[src/logic/lin_sync_pkg.sv]
// shared constants and types for the break/sync-capable serial port
// assumes a single 125 MHz system clock and an 8-bit register port
package lin_sync_pkg;

  // ----------------------------------------------------------------
  // register map (3-bit word address, 8-bit data)
  // ----------------------------------------------------------------
  localparam logic [2:0] ADDR_TX_CTRL = 3'h0;
  localparam logic [2:0] ADDR_RX_CTRL = 3'h1;
  localparam logic [2:0] ADDR_BAUD_CTRL = 3'h2;
  localparam logic [2:0] ADDR_DIV_LO = 3'h3;
  localparam logic [2:0] ADDR_DIV_HI = 3'h4;
  localparam logic [2:0] ADDR_TX_DATA = 3'h5;
  localparam logic [2:0] ADDR_RX_DATA = 3'h6;
  localparam logic [2:0] ADDR_FLAGS = 3'h7;

  // ----------------------------------------------------------------
  // field positions
  // ----------------------------------------------------------------
  localparam int TXC_CLOCK_SOURCE_MASTER = 7;
  localparam int TXC_TRANSMIT_ENABLE = 5;
  localparam int TXC_SYNC = 4;
  localparam int TXC_SBRK = 3;
  localparam int TXC_BAUD_HIGH_SPEED = 2;
  localparam int TXC_SHIFT_REGISTER_EMPTY = 1;
  localparam int RXC_SERIAL_PORT_ENABLE = 7;
  localparam int RXC_SINGLE_RECEIVE_ENABLE = 5;
  localparam int RXC_CONTINUOUS_RECEIVE_ENABLE = 4;
  localparam int RXC_FRAMING_ERROR = 2;
  localparam int BC_POL = 4;
  localparam int BC_WIDE = 3;
  localparam int BC_WAKE = 1;
  localparam int BC_ABD = 0;
  localparam int FL_TXBE = 0;
  localparam int FL_RXF = 1;

  // ----------------------------------------------------------------
  // reset values and character shapes
  // ----------------------------------------------------------------
  localparam logic [7:0] RESET_BYTE = 8'h00;
  localparam logic [15:0] RESET_DIV = 16'h0000;
  localparam logic [3:0] DATA_BITS = 4'h8;
  localparam logic [3:0] BREAK_ZEROS = 4'hC;
  localparam logic [7:0] BREAK_FILL = 8'h00;
  localparam logic [4:0] SHIFT_SLOW = 5'h06;
  localparam logic [4:0] SHIFT_MID = 5'h04;
  localparam logic [4:0] SHIFT_FAST = 5'h02;
  localparam int CW = 24;

  typedef enum logic [4:0] {
    TX_IDLE = 5'b00001,
    TX_START = 5'b00010,
    TX_DATA = 5'b00100,
    TX_STOP = 5'b01000,
    TX_SBIT = 5'b10000
  } tx_state_t;

  typedef enum logic [3:0] {
    RX_IDLE = 4'b0001,
    RX_START = 4'b0010,
    RX_DATA = 4'b0100,
    RX_STOP = 4'b1000
  } rx_state_t;

  // configuration bundle decoded from the control registers
  typedef struct packed {
    logic serial_port_enable;
    logic sync;
    logic clock_source_master;
    logic transmit_enable;
    logic rxsel;
    logic pol;
  } port_cfg_t;

endpackage : lin_sync_pkg

[src/logic/lin_sync_port.sv]
// serial port with break send/detect, auto-wake and synchronous master transmit
// assumes sys_clk at 125 MHz; data_pin_in is asynchronous and synchronised here
module lin_sync_port
  import lin_sync_pkg::*;
#(
  parameter int CHAR_BITS = 8
) (
  input wire logic sys_clk,
  input wire logic reset,
  input wire logic [2:0] addr,
  input wire logic [7:0] wdata,
  input wire logic wr_en,
  input wire logic rd_en,
  output logic [7:0] rdata,
  input wire logic data_pin_in,
  output logic data_pin_out,
  output logic data_pin_oe,
  output logic clock_pin_out,
  output logic clock_pin_oe,
  output logic transmit_buffer_empty_flag,
  output logic receive_flag
);

  // ----------------------------------------------------------------
  // helpers
  // ----------------------------------------------------------------
  function automatic logic [CW-1:0] bit_cycles(input logic [15:0] div, input logic hs,
                                               input logic wide);
    logic [CW-1:0] base;
    logic [4:0] sh;
    base = {8'h00, (wide ? div : {8'h00, div[7:0]})} + 24'h000001;
    sh = (hs && wide) ? SHIFT_FAST : ((hs || wide) ? SHIFT_MID : SHIFT_SLOW);
    bit_cycles = base << sh;
  endfunction : bit_cycles

  // ----------------------------------------------------------------
  // registers
  // ----------------------------------------------------------------
  logic clock_source_master_r, transmit_enable_r, sync_r, sbrk_r, baud_high_speed_r;
  logic serial_port_enable_r, single_receive_enable_r, continuous_receive_enable_r, framing_error_r;
  logic pol_r, wide_r, wue_r, abd_r;
  logic [7:0] div_lo_r, div_hi_r, rxd_r;
  logic [7:0] buf_r;
  logic buf_full_r, buf_brk_r, rflag_r;
  tx_state_t tx_st_r;
  rx_state_t rx_st_r;
  logic [CW-1:0] tx_cnt_r, rx_cnt_r;
  logic [3:0] tx_idx_r, rx_idx_r;
  logic [7:0] tx_sh_r, rx_sh_r;
  logic brk_act_r;
  logic din_s1_r, din_s2_r, din_s3_r;

  // ----------------------------------------------------------------
  // decode
  // ----------------------------------------------------------------
  port_cfg_t cfg;
  wire [CW-1:0] len = bit_cycles({div_hi_r, div_lo_r}, baud_high_speed_r, wide_r);
  wire [CW-1:0] half = len >> 1;
  wire wr_tx_ctrl = wr_en && addr == ADDR_TX_CTRL;
  wire wr_rx_ctrl = wr_en && addr == ADDR_RX_CTRL;
  wire wr_baud = wr_en && addr == ADDR_BAUD_CTRL;
  wire wr_data = wr_en && addr == ADDR_TX_DATA;
  wire rd_rxdata = rd_en && addr == ADDR_RX_DATA;

  assign cfg = '{serial_port_enable: serial_port_enable_r, sync: sync_r, clock_source_master: clock_source_master_r, transmit_enable: transmit_enable_r,
                 rxsel: single_receive_enable_r | continuous_receive_enable_r, pol: pol_r};

  wire sync_master = cfg.serial_port_enable && cfg.sync && cfg.clock_source_master;
  wire tx_allowed = cfg.serial_port_enable && cfg.transmit_enable && !(cfg.sync && cfg.rxsel);
  wire tx_end = tx_st_r != TX_IDLE && tx_cnt_r == '0;
  wire last_bit = tx_st_r == TX_STOP || (tx_st_r == TX_SBIT && tx_idx_r == CHAR_BITS[3:0] - 4'h1);
  wire char_done = tx_end && last_bit;
  // load only from idle or at the very end of the last bit: no gap, no overlap
  wire tx_load = buf_full_r && tx_allowed && (tx_st_r == TX_IDLE || char_done);
  wire data_last = tx_idx_r == (brk_act_r ? BREAK_ZEROS : DATA_BITS) - 4'h1;
  wire brk_done = char_done && brk_act_r;
  // a break marks only the first write; later writes are ordinary bytes
  wire new_brk = sbrk_r && !brk_act_r && !(buf_full_r && buf_brk_r);
  wire accept = wr_data && !buf_full_r && cfg.transmit_enable;

  wire txd = (tx_st_r == TX_DATA || tx_st_r == TX_SBIT) ? tx_sh_r[0] : (tx_st_r != TX_START);
  // leading edge at bit start, trailing edge at mid bit
  wire sclk = (tx_st_r == TX_SBIT && tx_cnt_r >= half) ? !cfg.pol : cfg.pol;

  wire din_fall = din_s3_r && !din_s2_r;
  wire din_rise = !din_s3_r && din_s2_r;
  wire rx_allowed = cfg.serial_port_enable && continuous_receive_enable_r && !cfg.sync && !wue_r;
  wire rx_end = rx_st_r != RX_IDLE && rx_cnt_r == '0;
  wire rx_got = rx_end && rx_st_r == RX_STOP;
  wire wake_evt = wue_r && cfg.serial_port_enable && din_fall;
  wire rflag_set = rx_got || wake_evt;

  tx_state_t tx_after;
  assign tx_after = (tx_st_r == TX_START) ? TX_DATA :
                    (tx_st_r == TX_DATA && data_last) ? TX_STOP :
                    (tx_st_r == TX_DATA || tx_st_r == TX_SBIT) ? tx_st_r : TX_IDLE;

  // ----------------------------------------------------------------
  // synchroniser
  // ----------------------------------------------------------------
  always_ff @(posedge sys_clk) begin
    din_s1_r <= data_pin_in;
    din_s2_r <= din_s1_r;
    din_s3_r <= din_s2_r;
  end

  // ----------------------------------------------------------------
  // control registers
  // ----------------------------------------------------------------
  always_ff @(posedge sys_clk) begin
    if (reset) begin
      {clock_source_master_r, transmit_enable_r, sync_r, baud_high_speed_r} <= 4'h0;
      {serial_port_enable_r, single_receive_enable_r, continuous_receive_enable_r} <= 3'h0;
      {pol_r, wide_r, abd_r} <= 3'h0;
      div_lo_r <= RESET_DIV[7:0];
      div_hi_r <= RESET_DIV[15:8];
    end else begin
      if (wr_tx_ctrl) begin
        clock_source_master_r <= wdata[TXC_CLOCK_SOURCE_MASTER];
        transmit_enable_r <= wdata[TXC_TRANSMIT_ENABLE];
        sync_r <= wdata[TXC_SYNC];
        baud_high_speed_r <= wdata[TXC_BAUD_HIGH_SPEED];
      end
      if (wr_rx_ctrl) begin
        serial_port_enable_r <= wdata[RXC_SERIAL_PORT_ENABLE];
        single_receive_enable_r <= wdata[RXC_SINGLE_RECEIVE_ENABLE];
        continuous_receive_enable_r <= wdata[RXC_CONTINUOUS_RECEIVE_ENABLE];
      end
      if (wr_baud) begin
        pol_r <= wdata[BC_POL];
        wide_r <= wdata[BC_WIDE];
        abd_r <= wdata[BC_ABD];
      end
      if (wr_en && addr == ADDR_DIV_LO) div_lo_r <= wdata;
      if (wr_en && addr == ADDR_DIV_HI) div_hi_r <= wdata;
    end
  end

  // self-clearing bits: a software write in the same cycle wins
  always_ff @(posedge sys_clk) begin
    if (reset) begin
      sbrk_r <= 1'b0;
      wue_r <= 1'b0;
    end else begin
      if (wr_tx_ctrl) sbrk_r <= wdata[TXC_SBRK];
      else if (brk_done) sbrk_r <= 1'b0;
      // plain edge on the sampled line, no dependence on any other clock
      if (wr_baud) wue_r <= wdata[BC_WAKE];
      else if (wue_r && din_rise) wue_r <= 1'b0;
    end
  end

  // ----------------------------------------------------------------
  // transmit buffer
  // ----------------------------------------------------------------
  always_ff @(posedge sys_clk) begin
    if (reset) begin
      buf_r <= RESET_BYTE;
      buf_full_r <= 1'b0;
      buf_brk_r <= 1'b0;
    end else if (accept) begin
      buf_r <= wdata;
      buf_full_r <= 1'b1;
      buf_brk_r <= new_brk;
    end else if (tx_load) begin
      buf_full_r <= 1'b0;
    end
  end

  // ----------------------------------------------------------------
  // transmit shifter
  // ----------------------------------------------------------------
  always_ff @(posedge sys_clk) begin
    if (reset || !tx_allowed) begin
      tx_st_r <= TX_IDLE;
      tx_cnt_r <= '0;
      tx_idx_r <= 4'h0;
      tx_sh_r <= RESET_BYTE;
      brk_act_r <= 1'b0;
    end else if (tx_load) begin
      tx_st_r <= cfg.sync ? TX_SBIT : TX_START;
      tx_cnt_r <= len - 24'h000001;
      tx_idx_r <= 4'h0;
      tx_sh_r <= buf_brk_r ? BREAK_FILL : buf_r;
      brk_act_r <= buf_brk_r;
    end else if (tx_end) begin
      tx_st_r <= char_done ? TX_IDLE : tx_after;
      tx_cnt_r <= len - 24'h000001;
      if (tx_st_r == TX_DATA || tx_st_r == TX_SBIT) begin
        tx_idx_r <= tx_idx_r + 4'h1;
        tx_sh_r <= {1'b0, tx_sh_r[7:1]};
      end
      if (char_done) brk_act_r <= 1'b0;
    end else if (tx_st_r != TX_IDLE) begin
      tx_cnt_r <= tx_cnt_r - 24'h000001;
    end
  end

  // ----------------------------------------------------------------
  // receiver
  // ----------------------------------------------------------------
  always_ff @(posedge sys_clk) begin
    if (reset || !rx_allowed) begin
      rx_st_r <= RX_IDLE;
      rx_cnt_r <= '0;
      rx_idx_r <= 4'h0;
      rx_sh_r <= RESET_BYTE;
    end else begin
      case (rx_st_r)
        RX_IDLE: begin
          if (din_fall) begin
            rx_st_r <= RX_START;
            rx_cnt_r <= half;
          end
        end
        RX_START: begin
          if (rx_end) begin
            rx_st_r <= din_s2_r ? RX_IDLE : RX_DATA;
            rx_cnt_r <= len - 24'h000001;
            rx_idx_r <= 4'h0;
          end else rx_cnt_r <= rx_cnt_r - 24'h000001;
        end
        RX_DATA: begin
          if (rx_end) begin
            rx_sh_r <= {din_s2_r, rx_sh_r[7:1]};
            rx_idx_r <= rx_idx_r + 4'h1;
            rx_cnt_r <= len - 24'h000001;
            if (rx_idx_r == DATA_BITS - 4'h1) rx_st_r <= RX_STOP;
          end else rx_cnt_r <= rx_cnt_r - 24'h000001;
        end
        RX_STOP: begin
          if (rx_end) rx_st_r <= RX_IDLE;
          else rx_cnt_r <= rx_cnt_r - 24'h000001;
        end
        default: rx_st_r <= RX_IDLE;
      endcase
    end
  end

  // received character and flags; a new event beats a clearing read
  always_ff @(posedge sys_clk) begin
    if (reset) begin
      rxd_r <= RESET_BYTE;
      framing_error_r <= 1'b0;
      rflag_r <= 1'b0;
    end else begin
      if (rx_got) begin
        rxd_r <= rx_sh_r;
        framing_error_r <= !din_s2_r;
      end
      if (rflag_set) rflag_r <= 1'b1;
      else if (rd_rxdata) rflag_r <= 1'b0;
    end
  end

  // ----------------------------------------------------------------
  // pins and read port (all registered)
  // ----------------------------------------------------------------
  wire sync_data_drive = sync_master && cfg.transmit_enable && !cfg.rxsel;
  wire [7:0] tx_ctrl_rd = (8'(clock_source_master_r) << TXC_CLOCK_SOURCE_MASTER) | (8'(transmit_enable_r) << TXC_TRANSMIT_ENABLE) |
                          (8'(sync_r) << TXC_SYNC) | (8'(sbrk_r) << TXC_SBRK) |
                          (8'(baud_high_speed_r) << TXC_BAUD_HIGH_SPEED) |
                          (8'(tx_st_r == TX_IDLE && !tx_load) << TXC_SHIFT_REGISTER_EMPTY);
  wire [7:0] rx_ctrl_rd = (8'(serial_port_enable_r) << RXC_SERIAL_PORT_ENABLE) | (8'(single_receive_enable_r) << RXC_SINGLE_RECEIVE_ENABLE) |
                          (8'(continuous_receive_enable_r) << RXC_CONTINUOUS_RECEIVE_ENABLE) | (8'(framing_error_r) << RXC_FRAMING_ERROR);
  wire [7:0] baud_rd = (8'(pol_r) << BC_POL) | (8'(wide_r) << BC_WIDE) |
                       (8'(wue_r) << BC_WAKE) | (8'(abd_r) << BC_ABD);
  wire [7:0] flags_rd = (8'(!buf_full_r) << FL_TXBE) | (8'(rflag_r) << FL_RXF);
  wire [7:0] rd_mux = (addr == ADDR_TX_CTRL) ? tx_ctrl_rd :
                      (addr == ADDR_RX_CTRL) ? rx_ctrl_rd :
                      (addr == ADDR_BAUD_CTRL) ? baud_rd :
                      (addr == ADDR_DIV_LO) ? div_lo_r :
                      (addr == ADDR_DIV_HI) ? div_hi_r :
                      (addr == ADDR_RX_DATA) ? rxd_r :
                      (addr == ADDR_FLAGS) ? flags_rd : RESET_BYTE;

  always_ff @(posedge sys_clk) begin
    if (reset) begin
      rdata <= RESET_BYTE;
      data_pin_out <= 1'b1;
      data_pin_oe <= 1'b0;
      clock_pin_out <= 1'b1;
      clock_pin_oe <= 1'b0;
      transmit_buffer_empty_flag <= 1'b1;
      receive_flag <= 1'b0;
    end else begin
      rdata <= rd_en ? rd_mux : RESET_BYTE;
      data_pin_out <= txd;
      data_pin_oe <= sync_data_drive;
      // async mode the clock pin carries the serial line
      clock_pin_out <= cfg.sync ? sclk : txd;
      clock_pin_oe <= cfg.sync ? sync_master : (cfg.serial_port_enable && cfg.transmit_enable);
      transmit_buffer_empty_flag <= !buf_full_r;
      receive_flag <= rflag_r;
    end
  end
endmodule : lin_sync_port

[config.mk]
export PLATFORM = sky130hd
export DESIGN_NAME = lin_sync_port
export DESIGN_NICKNAME = d
export VERILOG_FILES = /design/src/logic/lin_sync_pkg.sv /design/src/logic/lin_sync_port.sv
export SDC_FILE = /design/constraint.sdc
export NUM_CORES = 1
export LEC_CHECK = 0
export BUFFER_PORTS_ARGS = -buffer_cell sky130_fd_sc_hd__buf_2
export CAP_MARGIN = 20
export CORE_UTILIZATION = 45
export DETAILED_ROUTE_END_ITERATION = 10
export HOLD_SLACK_MARGIN = 0.1
export PLACE_DENSITY = 0.67
export SYNTH_ARGS = -nofsm -noshare
export SYNTH_HDL_FRONTEND = slang
export SYNTH_SLANG_ARGS = --single-unit
[constraint.sdc]
create_clock -name sys_clk -period 6.27 [get_ports sys_clk]
set_input_delay 1.254 -clock sys_clk [delete_from_list [all_inputs] [get_ports sys_clk]]
set_output_delay 1.254 -clock sys_clk [all_outputs]
set_load 0.02 [all_outputs]
### Word level (Yosys, flattened, before mapping)

Index checks and enable logic that the tools add are counted.

| word-level totals | value |
|---|---|
| flip-flop bits (word level) | 147 |
| output and inout port bits | 14 |
| logic and storage cells | 228 |

| cells by class | value |
|---|---|
| add/subtract/negate cells | 7 |
| order comparisons | 1 |
| equality and inequality tests | 29 |
| shifts and indexed selects | 1 |
| muxes and demuxes | 54 |
| bitwise gates (word level) | 14 |
| reductions and logical operators | 83 |

Operators with widths:

| cell | number |
|---|---|
| 2-to-1 mux 24 bit | 6 |
| 2-to-1 mux 8 bit | 10 |
| case mux 24 bit (3 select lines) | 1 |
| subtractor 24 x 1 -> 24 bit (second input constant) | 3 |
| zero test 24 bit | 2 |
| logical AND 1 bit | 39 |
| 2-to-1 mux 5 bit | 7 |
| 2-to-1 mux 4 bit | 7 |
| greater-or-equal comparator 24 x 23 -> 1 bit | 1 |
| << shifter 17 x 3 -> 24 bit | 1 |
| adder 16 x 1 -> 17 bit (second input constant) | 1 |
| 2-to-1 mux 16 bit | 1 |
| bitwise OR 8 x 3 -> 8 bit | 2 |
| bitwise OR 8 x 5 -> 8 bit | 2 |
| bitwise OR 8 x 6 -> 8 bit | 2 |
| case mux 4 bit (4 select lines) | 1 |
| nonzero test 2 bit | 8 |
| 2-to-1 mux 1 bit | 15 |
| zero test 1 bit | 13 |
| equality test 3 bit (second input constant) | 4 |
| equality test 4 x 3 -> 1 bit (second input constant) | 3 |
| != test 2 bit (second input constant) | 6 |
| AND reduction 2 bit | 5 |
| 2-to-1 mux 3 bit | 3 |
| other kinds (33) | 46 |

### Logic depth before layout (Yosys ltp)

Gate-level depths: netlist of the first run.

| depth | value |
|---|---|
| depth after elaboration | 10 |
| gate-level depth with buffers | 17 |
| gate-level depth less buffers | 15 |

### Worst setup path after synthesis of the first run

No wires, ideal clock.

| timing | value |
|---|---|
| path type | flip-flop to flip-flop |
| start | register div_lo_r[1] |
| end | register clock_pin_out |
| setup time | 0.122 ns |
| arrival | 3.427 ns |
| required time | 6.148 ns |
| slack | 2.721 ns |
| cell stages (with the launch flop) | 14 |
| path buffers | 0 |
| path through | dfxtp_1 > ha_1 > nand4_2 > nor3_1 > mux2_2 > o221ai_1 > ha_1 > a21o_1 > a21o_1 > a21oi_1 > o21ai_0 > a211oi_1 > nor4_1 > o32a_1 |

| between the ends | value |
|---|---|
| longest elaborated chain between the ends | 7 |

Ends and longest elaborated chain:

| element | line | RTL |
|---|---|---|
| from (decl) | lin_sync_port.sv:42 | `logic [7:0] div_lo_r, div_hi_r, rxd_r;` |
| from (signal assigned) | lin_sync_port.sv:115 | `div_lo_r <= RESET_DIV[7:0];` |
| from (signal assigned) | lin_sync_port.sv:134 | `if (wr_en && addr == ADDR_DIV_LO) div_lo_r <= wdata;` |
| 2-to-1 mux 16 bit | lin_sync_port.sv:31 | `base = {8'h00, (wide ? div : {8'h00, div[7:0]})} + 24'h000001;` |
| adder 16 x 1 -> 17 bit | lin_sync_port.sv:31 |  |
| << shifter 17 x 3 -> 24 bit | lin_sync_port.sv:33 | `bit_cycles = base << sh;` |
| greater-or-equal comparator 24 x 23 -> 1 bit | lin_sync_port.sv:83 | `wire sclk = (tx_st_r == TX_SBIT && tx_cnt_r >= half) ? !cfg.pol : cfg.pol;` |
| logical AND 1 bit | lin_sync_port.sv:83 |  |
| 2-to-1 mux 1 bit | lin_sync_port.sv:83 |  |
| 2-to-1 mux 1 bit | lin_sync_port.sv:291 | `clock_pin_out <= cfg.sync ? sclk : txd;` |
| to (signal assigned) | lin_sync_port.sv:291 |  |
| to (decl) | lin_sync_port.sv:18 | `output logic clock_pin_out,` |

No other way between the ends.
A chain may end at the register's enable or synchronous reset.

### Worst setup path after layout of the first run

| timing | value |
|---|---|
| start | register wide_r |
| end | register clock_pin_out |

| between the ends | value |
|---|---|
| longest elaborated chain between the ends | 8 |
| elaborated cells between the ends (all ways) | 11 |
| classes of those cells | add/sub (1); order compare (1); shift (1); mux (5); reduce/logical (3) |

Ends and longest elaborated chain:

| element | line | RTL |
|---|---|---|
| from (decl) | lin_sync_port.sv:41 | `logic pol_r, wide_r, wue_r, abd_r;` |
| from (signal assigned) | lin_sync_port.sv:131 | `wide_r <= wdata[BC_WIDE];` |
| parallel branches: the longest is 3 deep, another holds adder 16 x 1 -> 17 bit | n/a |  |
| << shifter 17 x 3 -> 24 bit * | lin_sync_port.sv:33 |  |
| greater-or-equal comparator 24 x 23 -> 1 bit * | lin_sync_port.sv:83 |  |
| logical AND 1 bit * | lin_sync_port.sv:83 |  |
| 2-to-1 mux 1 bit * | lin_sync_port.sv:83 |  |
| 2-to-1 mux 1 bit * | lin_sync_port.sv:291 |  |

Mark *: on every way between the ends.

==> out/metrics.yaml, run 1 <==
cells_and_area:
  final_cell_mix: "152 x nand2_1, 147 x dfxtp_1, 146 x nor2_1, 109 x a21oi_1, 73 x o21ai_0"
  drive_above_1_share: 0.0981
  multi_input_area_sq_mm: 0.00616
  n_fill_cell: 1981
  fin_area_sq_mm: 0.0104
  nets: 1267
  final_common_cell: "nand2_1"
  regArea_sq_mm: 0.00294
  antenna_cells: 0
  synthToLayoutAreaGrowth_pct: 8.78
floorplanning:
  die-area_sq_mm: 0.0218
  num_rows: 52
  initial_core_util: 0.465
  fp.dieH_um: 148
  ios: 30
  die_w_um: 148
  core_area_sq_mm: 0.0206
timing:
  fin_crit_sh: 0.821
  hold_violations: 0
  rsz0062_at_grt: "false"
  fin_crit_ns: 5.14
  fin_tns_setup_ns: 0
  slew_headroom: 0.274
  tightest_slew_ns: 1.07
  drv_slew: 0
  finClkSkew_ns: 0.0149
  fmax_mhz: 194
  setup_viol: 0
placement:
  place_congestion: 0.909
  dpl_cell_area_sq_mm: 0.00978
  io_buffers: 29
  hpwl_um: 19800
setup_path:
  worst-endpoint-required_ns: 6.60
  slowest_stage: "ha_1"
  critical_path.max_fanout: 28
  critical_path_class: "register to register"
  critPathLaunchType: "register"
  reg2reg_from: "wide_r$_SDFFE_PP0P_"
  slowest_delay_ns: 0.93
  endpoint_kind: "register"
  r2r_setup_slack_ns: 1.13
  crit_arrival_ns: 5.47
  path_cells: "inv_1 > ha_1 > clkinv_1 > a2111oi_0 > a221oi_1 > o221a_2 > ha_1 > a21o_1 > a21o_1 > a21oi_1 > o21ai_0 > a211oi_1 > nor4_1 > o32a_1"
  crit_path_start: "wide_r$_SDFFE_PP0P_"
clock_tree:
  cts_buffers: 17
  cts_max_level: 4
  clk_path_buf_depth: 2
  clk_latency_ns: 0.45
  clock_tree.root_cell: "clkbuf_16"
  cts.sinks: 147
  clkTransAtPathRegs_ns: 0.08
  cts_tree: "built"
  cts_setup_buffers: 0
  cts_hold_buf: 0
  cts_resized: 0
synthesis:
  syn-num-nets: 1285
  synth-seq-cells: 147
  ys_types: 89
  syn_area_per_cell_sq_um: 7.72
  ys.flop_type: "dfxtp_1"
  synth_enable_flop_cells: 0
  ys.warnings.count: 0
  async_flop_share: 0
  synth-seq-area-share: 0.308
  syn-cell-area_sq_mm: 0.00956
  syn_inst: 1238
global_routing:
  grt_first_pass_wirelength_um: 45600
  grt_overflow: 0
  grt_max_degree: 57
  grtUsageTotal: 0.262
  first_global_vias: 8524
  antenna_found_initial: 0
drt:
  via_count: 9391
  vias_per_cell: 6.25
  postRouteAntennaNets: 0
  first_pass_iters: 5
  drc_errors: 0
  drt-total-wl_um: 28200
  detail_route.wl_per_cell_um: 18.8
  drtIter0Drc: 924
outcome:
  status: "finished clean"
worst_hold_path:
  worstHoldStart: "din_s1_r$_DFF_P_"
  hold_path.class: "register to register"
job:
  cap_viol_max_count: 0
pwr:
  p_leak_nw: 3.71
  p_per_area_mw_per_mm2: 203
  peakVddDrop_v: 0.000172
sequential cells by signal, summed over array words and instances (netlist names), 4 cells and up:
register and flops:
buf_r 8, div_hi_r 8, div_lo_r 8, rdata 8, rx_cnt_r 24, rx_idx_r 4, rx_sh_r 8, rx_st_r 4
rxd_r 8, tx_cnt_r 24, tx_idx_r 4, tx_sh_r 8, tx_st_r 5
Yosys cell counts (26+ instances only):
library cell	instances	area, sq um
nor3_1	37	185
nor2_1	146	548
ha_1	31	388
o21ai_0	73	365
dfxtp_1	147	2940
nor4_1	26	163
nand3_1	31	155
a21oi_1	109	546
inv_1	28	105
clkbuf_1	41	154
nand2_1	152	571
mux2i_1	39	390
where the power goes:
group          internal [mW]  switching (mW)
logic                 0.0405          0.0758
clock network          0.540           0.505
registers              0.939          0.0108
total                   1.52           0.592
layout make-up:
type | instances | share of cell area
clock buffer | 17 | 0.0409
clock inverter | 15 | 0.0174
inverter | 29 | 0.0105
multi-input combinational | 983 | 0.592
sequential | 147 | 0.283
tap | 270 | 0.0325
timing repair buffer | 42 | 0.0235
kinds of logic (layout without fill, tap and decap cells):
| kind of cell | after synthesis | count (layout) | share of synthesized area |
|---|---|---|---|
| xor gates and xnor gates | 42 | 42 | 0.0385 |
| muxes | 51 | 51 | 0.0609 |
| DFF | 147 | 147 | 0.308 |
| and+or+nand+nor | 530 | 530 | 0.281 |
| AOI/OAI and AO/OA | 329 | 329 | 0.221 |
| buffers and inverters | 108 | 103 | 0.0501 |
| adders and majority gates | 31 | 31 | 0.0406 |
per-stage QoR:
stage	instances	utilization	hold slack [ns]	total power [mW]	setup WS, ns
5_1_grt	1503	0.506	0.345	2.17	0.757
3_5_place_dp	1469	0.476	0.319	1.08	1.32
2_1_floorplan	1238	-	0.310	1.05	2.72
3_3_place_gp	1469	0.476	0.315	1.08	1.47
6_report	1503	0.506	0.332	2.11	1.13
4_1_cts	1501	0.505	0.337	2.12	1.24
path summary, 6_finish.rpt:
| path | endpoint | cells after the start |
|---|---|---|
| hold reg to reg | din_s2_r$_DFF_P_ | 0 |
| hold / removal | din_s2_r$_DFF_P_ | 0 |
| setup / recovery | clock_pin_out$_SDFF_PP1_ | 14 |
| setup reg to reg | clock_pin_out$_SDFF_PP1_ | 14 |
critical path, delay by kind of cell, from the launching register on:
family	cells	cell delay [ns]
buf+inv	2	0.76
compound gates	9	2.25
simple gates	1	0.11
fa+ha+maj	2	1.13
flops	1	0.78
per-layer routing:
metal  up-vias  wire length, um  global-route usage
li1       4479                -                   -
met1      4459            12900               0.368
met2       397            12700               0.408
met3        56             2080              0.0485
met4         0              582              0.0747
met5         -                0                   0
(Power assumes the default switching activity.)
==> inputs of run 2 (changes only) <==
--- a/config.mk
+++ b/config.mk
@@ -10,7 +10,7 @@
 export CORE_UTILIZATION = 45
 export DETAILED_ROUTE_END_ITERATION = 10
 export HOLD_SLACK_MARGIN = 0.1
-export PLACE_DENSITY = 0.67
+export PLACE_DENSITY = 0.69
 export SYNTH_ARGS = -nofsm -noshare
 export SYNTH_HDL_FRONTEND = slang
 export SYNTH_SLANG_ARGS = --single-unit
==> constraint.sdc (replaced) <==
create_clock -name sys_clk -period 4.1 [get_ports sys_clk]
set_input_delay 0.82 -clock sys_clk [delete_from_list [all_inputs] [get_ports sys_clk]]
set_output_delay 0.82 -clock sys_clk [all_outputs]
set_load 0.02 [all_outputs]
==> out/metrics.yaml, run 2 (synthesized netlist as in run 1, its figures left out) <==
floorplanning:
  fp.dieH_um: 148
  die-area_sq_mm: 0.0218
  num_rows: 52
  initial_core_util: 0.465
  core_area_sq_mm: 0.0206
  die_w_um: 148
  ios: 30
setup_path:
  crit_arrival_ns: 4.30
  cp_top_family: "compound AO/OA/AOI/OAI gates"
  critPathLaunchType: "register"
  critical_path_class: "register to register"
  path_buf_inv: 0
  critical_path.max_fanout: 7
  path_cells: "ha_1 > nand4_2 > nor3_1 > mux2_2 > o221ai_1 > ha_1 > a21o_1 > a21o_1 > a21oi_1 > o21ai_0 > a211oi_1 > nor4_1 > o32a_1"
  worst-endpoint-required_ns: 4.42
  endpoint_kind: "register"
  slowest_stage: "mux2_2"
  slowest_delay_ns: 0.42
global_routing:
  grt_util_met2: 0.419
  first_global_vias: 8734
  use_met1: 0.373
  use_met3: 0.0568
  antenna_found_initial: 0
  grtUsageTotal: 0.271
  grt_overflow: 0
  grt_max_degree: 39
  grt-busiest-layer: "met2"
  grt_first_pass_wirelength_um: 46700
cells_and_area:
  final_common_cell: "nand2_1"
  stdcell_count: 1532
  fin_util: 0.516
  final_cell_mix: "152 x nand2_1, 147 x dfxtp_1, 146 x nor2_1, 109 x a21oi_1, 73 x o21ai_0"
  drive_above_1_share: 0.119
  multi_input_area_sq_mm: 0.00615
  n_fill_cell: 2043
  nets: 1299
  synthToLayoutAreaGrowth_pct: 11.0
  reg_top3: "rx_cnt_r x24, tx_cnt_r x24"
  regArea_sq_mm: 0.00294
  antenna_cells: 0
timing:
  fin_crit_sh: 0.972
  fin_tns_setup_ns: 0
  tightest_slew_ns: 0.982
  setup_viol: 0
  rsz0062_at_grt: "false"
  drv_slew: 0
  hold_violations: 0
  setup_slack_ns: 0.115
  worst_hold_slack_ns: 0.326
  fin_crit_ns: 3.98
  slew_headroom: 0.345
  finClkSkew_ns: 0.0130
  fmax_mhz: 251
drt:
  vias_per_cell: 6.21
  drt-total-wl_um: 29000
  drc_errors: 0
  first_pass_iters: 5
  detail_route.wl_per_cell_um: 18.9
  via_count: 9515
  drtIter0Drc: 979
  postRouteAntennaNets: 0
outcome:
  status: "finished clean"
pwr:
  p_per_area_mw_per_mm2: 307
  peakVddDrop_v: 0.000288
  p_leak_nw: 3.87
clock_tree:
  clkTransAtPathRegs_ns: 0.06
  cts.sinks: 147
  cts_setup_buffers: 0
  cts_tree: "built"
  clock_tree.root_cell: "clkbuf_16"
  clk_latency_ns: 0.44
  cts_max_level: 4
  clk_path_buf_depth: 2
  cts_buffers: 17
worst_hold_path:
  hold_path.class: "register to register"
placement:
  place_inst: 1503
  preCtsSetupSlack_ns: 0.226
  place_congestion: 0.933
  io_buffers: 29
  hpwl_um: 20800
job:
  cap_viol_max_count: 0
-- run 2: what timing repair did --
action	in CTS	in global routing
gates resized for setup	0	1
hold buffers	0	0
endpoints found under the setup margin	0	1
-- run 2: path summary, 6_finish.rpt --
path	from	endpoint	slack, ns	cells past startpoint
hold / removal	din_s1_r$_DFF_P_	din_s2_r$_DFF_P_	0.33	0
setup reg to reg	div_lo_r[1]$_SDFFE_PP0P_	clock_pin_out$_SDFF_PP1_	0.12	13
hold reg to reg	din_s1_r$_DFF_P_	din_s2_r$_DFF_P_	0.33	0
setup / recovery	div_lo_r[1]$_SDFFE_PP0P_	clock_pin_out$_SDFF_PP1_	0.12	13
-- run 2: final cells by class --
cell class / instances / share of cell area
Clock buffer: 17 / 0.0401
Clock inverter: 12 / 0.0150
Inverter: 29 / 0.0103
Multi-Input combinational cell: 983 / 0.580
Sequential cell: 147 / 0.277
Tap cell: 270 / 0.0318
Timing Repair Buffer: 74 / 0.0455
-- run 2: power breakdown --
| part | switching [mW] | total, mW | internal, mW |
|---|---|---|---|
| clock network | 0.663 | 1.61 | 0.950 |
| registers | 0.0123 | 1.45 | 1.44 |
| logic | 0.127 | 0.196 | 0.0685 |
| total | 0.803 | 3.26 | 2.46 |
-- run 2: through the flow --
stage / total power, mW / area, sq um
finish: 3.26 / 10600
global route: 3.33 / 10600
CTS: 3.27 / 10600
detailed placement: 1.67 / 10000
global placement: 1.67 / 10000
floorplan: 1.61 / 9560
-- run 2: worst reg2reg max path: cells and delay by family (launching register included) --
family                     cells  cell delay [ns]
adders and majority gates      2             0.64
and+or+nand+nor                3             0.81
DFF                            1             0.34
muxes                          1             0.42
AOI/OAI and AO/OA              7             1.66
-- run 2: routing by layer --
layer,vias to the layer above,part of all wire
met4,0,0.021
met3,56,0.087
met5,-,0
met2,464,0.44
met1,4469,0.45
li1,4526,-
